<file path="src/design/stepper_seq_pkg.sv">
// Constants, register map and carrier types for the phase sequencer
package stepper_seq_pkg;

    // ------------------------------------------------------------
    // Timing
    // ------------------------------------------------------------
    localparam int CLK_PERIOD_PS     = 5000;
    localparam int PIN_FILTER_NS     = 1000;
    localparam int PIN_FILTER_CYCLES = (PIN_FILTER_NS * 1000 + CLK_PERIOD_PS - 1) / CLK_PERIOD_PS;

    // ------------------------------------------------------------
    // Sequencer geometry: 64 positions per electrical turn
    // ------------------------------------------------------------
    localparam int          POS_W      = 6;
    localparam logic [5:0]  POS_RESET  = 6'h08;
    localparam logic [5:0]  A_ON_LO    = 6'h31;
    localparam logic [5:0]  A_ON_HI    = 6'h0F;
    localparam logic [5:0]  AB_ON_LO   = 6'h11;
    localparam logic [5:0]  AB_ON_HI   = 6'h2F;
    localparam logic [5:0]  B_ON_LO    = 6'h01;
    localparam logic [5:0]  B_ON_HI    = 6'h1F;
    localparam logic [5:0]  BB_ON_LO   = 6'h21;
    localparam logic [5:0]  BB_ON_HI   = 6'h3F;

    // ------------------------------------------------------------
    // Register map
    // ------------------------------------------------------------
    localparam logic [7:0]  CONTROL_ADDR    = 8'h00;
    localparam logic [7:0]  STATUS_ADDR     = 8'h04;
    localparam logic [7:0]  STEP_COUNT_ADDR = 8'h08;
    localparam logic [31:0] CONTROL_RESET   = 32'h0000_0001;
    localparam int          CTRL_RUN_BIT    = 0;
    localparam int          STAT_POS_LSB    = 0;
    localparam int          STAT_MODE_LSB   = 8;
    localparam int          STAT_ENA_BIT    = 16;
    localparam int          STAT_RST_BIT    = 17;
    localparam int          STAT_PHASE_LSB  = 20;
    localparam logic [1:0]  RESP_OKAY       = 2'b00;
    localparam logic [1:0]  RESP_SLVERR     = 2'b10;

    // ------------------------------------------------------------
    // Types
    // ------------------------------------------------------------
    typedef enum logic [4:0] {
        MODE_TWO     = 5'b00001,
        MODE_ONE_TWO = 5'b00010,
        MODE_W12     = 5'b00100,
        MODE_2W12    = 5'b01000,
        MODE_4W12    = 5'b10000
    } excitation_mode_type;

    typedef struct packed {
        logic a;
        logic ab;
        logic b;
        logic bb;
    } phase_drive_type;

    typedef struct packed {
        logic step_clock;
        logic rotation_direction_select;
        logic excitation_select_low;
        logic excitation_select_high;
        logic step_edge_select;
        logic enable;
        logic reset_n;
    } control_pins_type;

endpackage : stepper_seq_pkg

</file>
<file path="src/design/pin_conditioner.sv">
// Two-flop synchroniser and per-bit glitch filter for control pins
`timescale 1ns/10ps
`default_nettype none
module pin_conditioner #(
    parameter int         WIDTH         = 7,
    parameter int         FILTER_CYCLES = 200,
    parameter logic [6:0] RESET_LEVEL   = 7'h00
) (
    // Clock and reset
    input  wire logic             i_clk,
    input  wire logic             i_srst,
    // Pins
    input  wire logic [WIDTH-1:0] i_pins,
    // Clean levels
    output logic      [WIDTH-1:0] o_levels
);

    localparam int CNT_W = $clog2(FILTER_CYCLES + 1);
    localparam logic [CNT_W-1:0] CNT_MAX = CNT_W'(FILTER_CYCLES - 1);

    genvar g;
    generate
        for (g = 0; g < WIDTH; g++) begin : g_bit
            logic             sync_first;
            logic             sync_second;
            logic [CNT_W-1:0] count;

            always_ff @(posedge i_clk) begin
                sync_first  <= i_pins[g];
                sync_second <= sync_first;
            end

            // A level change is accepted only after it has stood for the filter time
            always_ff @(posedge i_clk) begin
                if (i_srst) begin
                    count       <= '0;
                    o_levels[g] <= RESET_LEVEL[g];
                end else if (sync_second == o_levels[g]) begin
                    count <= '0;
                end else if (count == CNT_MAX) begin
                    count       <= '0;
                    o_levels[g] <= sync_second;
                end else begin
                    count <= count + CNT_W'(1);
                end
            end
        end
    endgenerate

endmodule : pin_conditioner
`default_nettype wire

</file>
<file path="src/design/stepper_phase_sequencer.sv">
// Step clock driven phase sequencer with an AXI4-Lite status and control port
`timescale 1ns/10ps
`default_nettype none
module stepper_phase_sequencer
    import stepper_seq_pkg::*;
#(
    parameter int FILTER_CYCLES = stepper_seq_pkg::PIN_FILTER_CYCLES
) (
    // Clock and power-on reset
    input  wire logic                             i_clk,
    input  wire logic                             i_srst,
    // Control pins from the host controller
    input  wire stepper_seq_pkg::control_pins_type i_pins,
    // Phase drive outputs
    output stepper_seq_pkg::phase_drive_type      o_phase,
    // AXI4-Lite write address
    input  wire logic                             i_awvalid,
    output logic                                  o_awready,
    input  wire logic [7:0]                       i_awaddr,
    // AXI4-Lite write data
    input  wire logic                             i_wvalid,
    output logic                                  o_wready,
    input  wire logic [31:0]                      i_wdata,
    input  wire logic [3:0]                       i_wstrb,
    // AXI4-Lite write response
    output logic                                  o_bvalid,
    input  wire logic                             i_bready,
    output logic [1:0]                            o_bresp,
    // AXI4-Lite read address
    input  wire logic                             i_arvalid,
    output logic                                  o_arready,
    input  wire logic [7:0]                       i_araddr,
    // AXI4-Lite read data
    output logic                                  o_rvalid,
    input  wire logic                             i_rready,
    output logic [31:0]                           o_rdata,
    output logic [1:0]                            o_rresp
);

    // ------------------------------------------------------------
    // Pin conditioning
    // ------------------------------------------------------------
    control_pins_type    pins;
    logic                step_prev;
    logic [POS_W-1:0]    position;
    logic [POS_W-1:0]    next_position;
    logic [POS_W-1:0]    increment;
    excitation_mode_type mode;
    logic [31:0]         control;
    logic [31:0]         step_count;
    logic                running;
    logic                seq_reset;
    logic                step_event;
    phase_drive_type     next_phase;

    pin_conditioner #(
        .WIDTH         (7),
        .FILTER_CYCLES (FILTER_CYCLES),
        .RESET_LEVEL   (7'h01)
    ) u_pins (
        .i_clk    (i_clk),
        .i_srst   (i_srst),
        .i_pins   (i_pins),
        .o_levels (pins)
    );

    // ------------------------------------------------------------
    // Mode decode and stepping
    // ------------------------------------------------------------
    assign seq_reset = i_srst || !pins.reset_n;
    assign running   = pins.enable && control[CTRL_RUN_BIT];

    always_comb begin
        case ({pins.step_edge_select, pins.excitation_select_high, pins.excitation_select_low})
            3'b100:  mode = MODE_TWO;
            3'b101:  mode = MODE_ONE_TWO;
            3'b110:  mode = MODE_W12;
            3'b111:  mode = MODE_2W12;
            3'b000:  mode = MODE_ONE_TWO;
            3'b001:  mode = MODE_W12;
            3'b010:  mode = MODE_2W12;
            3'b011:  mode = MODE_4W12;
            default: mode = MODE_ONE_TWO;
        endcase
    end

    always_comb begin
        case (mode)
            MODE_TWO:     increment = 6'h10;
            MODE_ONE_TWO: increment = 6'h08;
            MODE_W12:     increment = 6'h04;
            MODE_2W12:    increment = 6'h02;
            MODE_4W12:    increment = 6'h01;
            default:      increment = 6'h08;
        endcase
    end

    // Rising edge always steps; falling edge steps only with the edge bit low
    assign step_event = running && (pins.step_clock != step_prev)
                        && (pins.step_clock || !pins.step_edge_select);

    always_comb begin
        if (pins.rotation_direction_select) begin
            next_position = position - increment;
        end else begin
            next_position = position + increment;
        end
    end

    // Step clock history freezes while disabled; a level change still standing at re-enable steps then
    always_ff @(posedge i_clk) begin
        if (seq_reset) begin
            step_prev <= 1'b0;
        end else if (running) begin
            step_prev <= pins.step_clock;
        end
    end

    always_ff @(posedge i_clk) begin
        if (seq_reset) begin
            position <= POS_RESET;
        end else if (step_event) begin
            position <= next_position;
        end
    end

    always_ff @(posedge i_clk) begin
        if (seq_reset) begin
            step_count <= '0;
        end else if (step_event) begin
            step_count <= step_count + 32'h0000_0001;
        end
    end

    // ------------------------------------------------------------
    // Phase outputs
    // ------------------------------------------------------------
    // On-window of each winding spans all positions of one current sign
    always_comb begin
        next_phase.a  = (position >= A_ON_LO) || (position <= A_ON_HI);
        next_phase.ab = (position >= AB_ON_LO) && (position <= AB_ON_HI);
        next_phase.b  = (position >= B_ON_LO) && (position <= B_ON_HI);
        next_phase.bb = (position >= BB_ON_LO) && (position <= BB_ON_HI);
    end

    always_ff @(posedge i_clk) begin
        if (seq_reset || !running) begin
            o_phase <= '0;
        end else begin
            o_phase <= next_phase;
        end
    end

    // ------------------------------------------------------------
    // AXI4-Lite write path
    // ------------------------------------------------------------
    logic       aw_held;
    logic       w_held;
    logic [7:0] aw_addr;
    logic [31:0] w_data;
    logic [3:0] w_strb;
    logic       do_write;

    assign do_write = aw_held && w_held && !o_bvalid;

    always_ff @(posedge i_clk) begin
        if (i_srst) begin
            aw_held   <= 1'b0;
            o_awready <= 1'b1;
            aw_addr   <= '0;
        end else if (o_awready && i_awvalid) begin
            aw_held   <= 1'b1;
            o_awready <= 1'b0;
            aw_addr   <= i_awaddr;
        end else if (o_bvalid && i_bready) begin
            aw_held   <= 1'b0;
            o_awready <= 1'b1;
        end
    end

    always_ff @(posedge i_clk) begin
        if (i_srst) begin
            w_held   <= 1'b0;
            o_wready <= 1'b1;
            w_data   <= '0;
            w_strb   <= '0;
        end else if (o_wready && i_wvalid) begin
            w_held   <= 1'b1;
            o_wready <= 1'b0;
            w_data   <= i_wdata;
            w_strb   <= i_wstrb;
        end else if (o_bvalid && i_bready) begin
            w_held   <= 1'b0;
            o_wready <= 1'b1;
        end
    end

    always_ff @(posedge i_clk) begin
        if (i_srst) begin
            o_bvalid <= 1'b0;
            o_bresp  <= RESP_OKAY;
        end else if (do_write) begin
            o_bvalid <= 1'b1;
            o_bresp  <= (aw_addr == CONTROL_ADDR) ? RESP_OKAY : RESP_SLVERR;
        end else if (i_bready) begin
            o_bvalid <= 1'b0;
        end
    end

    always_ff @(posedge i_clk) begin
        if (i_srst) begin
            control <= CONTROL_RESET;
        end else if (do_write && aw_addr == CONTROL_ADDR && w_strb[0]) begin
            control <= {31'h0000_0000, w_data[CTRL_RUN_BIT]};
        end
    end

    // ------------------------------------------------------------
    // AXI4-Lite read path
    // ------------------------------------------------------------
    logic [31:0] status;

    always_comb begin
        status                                     = '0;
        status[STAT_POS_LSB +: POS_W]              = position;
        status[STAT_MODE_LSB +: 5]                 = mode;
        status[STAT_ENA_BIT]                       = running;
        status[STAT_RST_BIT]                       = seq_reset;
        status[STAT_PHASE_LSB +: 4]                = o_phase;
    end

    always_ff @(posedge i_clk) begin
        if (i_srst) begin
            o_arready <= 1'b1;
            o_rvalid  <= 1'b0;
            o_rdata   <= '0;
            o_rresp   <= RESP_OKAY;
        end else if (o_arready && i_arvalid) begin
            o_arready <= 1'b0;
            o_rvalid  <= 1'b1;
            o_rresp   <= RESP_OKAY;
            case (i_araddr)
                CONTROL_ADDR:    o_rdata <= control;
                STATUS_ADDR:     o_rdata <= status;
                STEP_COUNT_ADDR: o_rdata <= step_count;
                default: begin
                    o_rdata <= '0;
                    o_rresp <= RESP_SLVERR;
                end
            endcase
        end else if (o_rvalid && i_rready) begin
            o_arready <= 1'b1;
            o_rvalid  <= 1'b0;
        end
    end

endmodule : stepper_phase_sequencer
`default_nettype wire

</file>
<file path="config.mk">
export PLATFORM = sky130hd
export DESIGN_NAME = stepper_phase_sequencer
export DESIGN_NICKNAME = d
export VERILOG_FILES = /design/src/design/stepper_seq_pkg.sv /design/src/design/pin_conditioner.sv /design/src/design/stepper_phase_sequencer.sv
export SDC_FILE = /design/constraint.sdc
export NUM_CORES = 1
export LEC_CHECK = 0
export ABC_AREA = 1
export BUFFER_PORTS_ARGS = -buffer_cell sky130_fd_sc_hd__buf_2
export CORE_MARGIN = 8
export CORE_UTILIZATION = 40
export CTS_CLUSTER_SIZE = 14
export DETAILED_ROUTE_END_ITERATION = 16
export PLACE_DENSITY = 0.56
export RECOVER_POWER = 100
export SYNTH_ARGS = -nofsm -noshare
export SYNTH_HDL_FRONTEND = slang
export SYNTH_SLANG_ARGS = --single-unit
</file>
<file path="constraint.sdc">
create_clock -name i_clk -period 2.26 [get_ports i_clk]
set_input_delay 0.339 -clock i_clk [delete_from_list [all_inputs] [get_ports i_clk]]
set_output_delay 0.339 -clock i_clk [all_outputs]
set_load 0.01 [all_outputs]
</file>
==> results.md <==
* Outcome: finished clean
* Worst-Margin Slew at 1120 ps
* Grt ovf at 0
* Critical Path Fanout Max at 4
* Clock Pin Slew Worst Setup and Hold Paths at 70 ps
* Startpoint Class: register
* Core Rows at 50
* Max Freq at 485 MHz
* Commonest cells post-synth: 238 x nand2_1, 172 x dfxtp_1, 125 x nor2_1, 120 x inv_1, 92 x a21oi_1
* Worst path bufs/invs at 1
* Final core utilization at 0.471
* Final worst path period need at 2060 ps
* Area growth syn-to-layout at 15.8%
* PwrDens at 722 nW/um2
* Slew Viols, Final at 0
* Synth top area share at 0.455
* Largest family of logic cells by synthesized area: simple AND/OR/NAND/NOR gates
* IO Pins at 111
* Slew headroom at 0.254
* Initial antenna violation count at 0
* Routed wire length at 17,700 um
* Final period util at 0.913
* Antenna Nets Post-Route at 0
* Worst hold path class: in2reg
* Iteration-0 DRC Markers at 265
* Synthesized-area fraction occupied by adder cells at 0.0241
* GPL Wtd Cong at 0.841
* Compound-gate portion of the synthesized area at 0.108
* Vias at 6,616
* Initial core utilization at 0.406
* Die Span Y at 154 um
* Hold slack at 174 ps
* WS Path Type: reg2reg
* Mapped cell area at 7580 um2
* Placed Cells at 1,333
* Crit path largest cell delay at 380 ps
* Drt wl/cell at 12.9 um
* Final setup violation count at 0
* Share of cells above drive strength 1 at 0.0800
* Die area at 23,600 um2
* Worst setup EP type: register
* Syn Inst Count at 1,039
* Num CTS Buffers at 17
* Async SR Flop Fraction at 0
* Die W at 154 um
* Synth Area in XOR/XNOR at 0.0220
* Post-synthesis sequential area ratio at 0.455
* DR vias/cell at 4.82
* Non-Filler Instances at 1,372
* Register bit total from synthesis at 172
* Tot GR Track Use at 0.152
* Main area contributors after synthesis: dfxtp_1 45%, nand2_1 12%, nor2_1 6.2%
* Half-perimeter wire length after placement at 13,100 um
* CTS tree: done
* H-tree levels at 4
* Synth cell types at 41
* Worst EP required at 2580 ps
* CP Cell Sequence: inv_1, nor3_1, nor2_1, nor2_1, ha_1, nand3_1, nand2_1, or2_2, nand3_1, nand2_1
* Vias in the first global route at 6,269
* Worst endpoint data arrival time at 2390 ps
* Max cap viols at 0
* TNS Setup at 0 ps
* EDFF count, synth at 0
* Root buffer cell: clkbuf_16
* Final setup margin at 197 ps
* Core area at 18,600 um2
* Slowest-stage cell, CP: dfxtp_1
* Post-place setup slack at 176 ps
* Clock Latency Late Sink at 430 ps
* IO Port Bufs at 74
* Post-Synth Simple-Gate Area at 0.312
* Post-synth top flop: dfxtp_1
* Unrepaired setup endpoints after global routing: no
* DRC viols at 0
* Leading area contributor after synthesis: dfxtp_1
* Multiplexer area fraction after synthesis at 0
* Leak at 3.46 nW
* Nets at 1,205
* Clock buffer depth at 2
* N_diodes at 0
* Pin count of the biggest net entering global routing at 40
* Maximum vdd ir drop at 0.000610 V
* CP top delay family: simple AND/OR/NAND/NOR gates
* First-pass GRT wire length at 29,700 um
* Clock skew at 10.5 ps
* Mapped Avg Cell Area at 7.29 um2
* Synthesis Warnings at 0
* CTS Sinks at 172
* First drt pass iteration count at 5
* Hold violation count in the final report at 0
* Top-count cell post-synth: nand2_1
* # Post-CTS Setup Buffers at 0
==> placed cells by master, fill, tap and decap left out, drive strengths merged, types with 2 or more instances in the layout <==
cell	n
nand4	30
dfxtp	172
nand2	242
a31oi	5
inv	129
nand3b	2
xor2	16
o21a	2
clkbuf	64
or2	4
clkinvlp	3
nand3	53
conb	2
and3	3
bufinv	2
nor3b	22
nor2	134
buf	39
xnor2	3
nor3	27
o21ai	60
a21oi	92
dlygate4sd3	7
ha	13
clkinv	7
==> tightest hold or removal path, delay by kind of cell <==
kind / cells / cell delay [ps]
buf+inv: 2 / 120
simple gates: 1 / 50
compound gates: 1 / 50
==> cell type report <==
cell class | count | area [um2]
clock buffer | 17 | 425
clock inverter | 15 | 184
fill | 1944 | 9870
inverter | 126 | 473
multi-input combinational | 715 | 3490
sequential | 172 | 3440
tap | 234 | 293
timing repair buffer | 93 | 463
==> path summary, 6_finish.rpt <==
check	from	to	slack, ps	cells after the start
worst max-delay path	u_pins.o_levels[4]	position[3]	200	10
worst min-delay path	i_rready	o_rvalid	170	4
worst max register to register	u_pins.o_levels[4]	position[3]	200	10
worst min register to register	u_pins.g_bit[2].sync_first	u_pins.g_bit[2].sync_second	330	0
==> logic make-up after synthesis <==
group / after synthesis
xor+xnor: 19
fa+ha+maj: 14
other cells: 1
compound gates: 161
buf+inv: 153
flops: 172
simple gates: 519
==> registers in the layout (all words and copies together), names as in the netlist, 4 cells and up <==
name                      cells
aw_addr                       8
o_phase                       4
o_rdata                      32
position                      6
step_count                   32
u_pins.g_bit.count           56
u_pins.g_bit.sync_first       7
u_pins.g_bit.sync_second      7
u_pins.o_levels               7
==> repair_timing <==
item | 4_1_cts | 5_1_grt
endpoints found under the setup margin | 0 | 0
endpoints found under the hold margin | 7 | 0
resized for setup | 0 | 0
hold buffers | 7 | 0
==> stage by stage <==
stage | total power, W | area, um2
CTS | 0.00644 | 8890
global route | 0.00657 | 8780
detailed placement | 0.00341 | 8210
global placement | 0.00341 | 8210
floorplan | 0.00332 | 7580
finish | 0.00633 | 8780
==> report_power, final <==
part	internal, W	total (W)	leakage (nW)	switching (W)
logic	0.0000788	0.000233	1.77	0.000154
clock network	0.00167	0.00299	0.291	0.00132
registers	0.00308	0.00311	1.40	0.0000271
==> per-layer routing <==
metal | vias up | global-route usage | wire [um]
met5 | - | 0 | 0
met4 | 0 | 0.0565 | 245
met3 | 19 | 0.0339 | 581
met2 | 80 | 0.270 | 8710
met1 | 2976 | 0.177 | 8120
li1 | 3541 | - | -
Power figures use the tool's default switching activity.
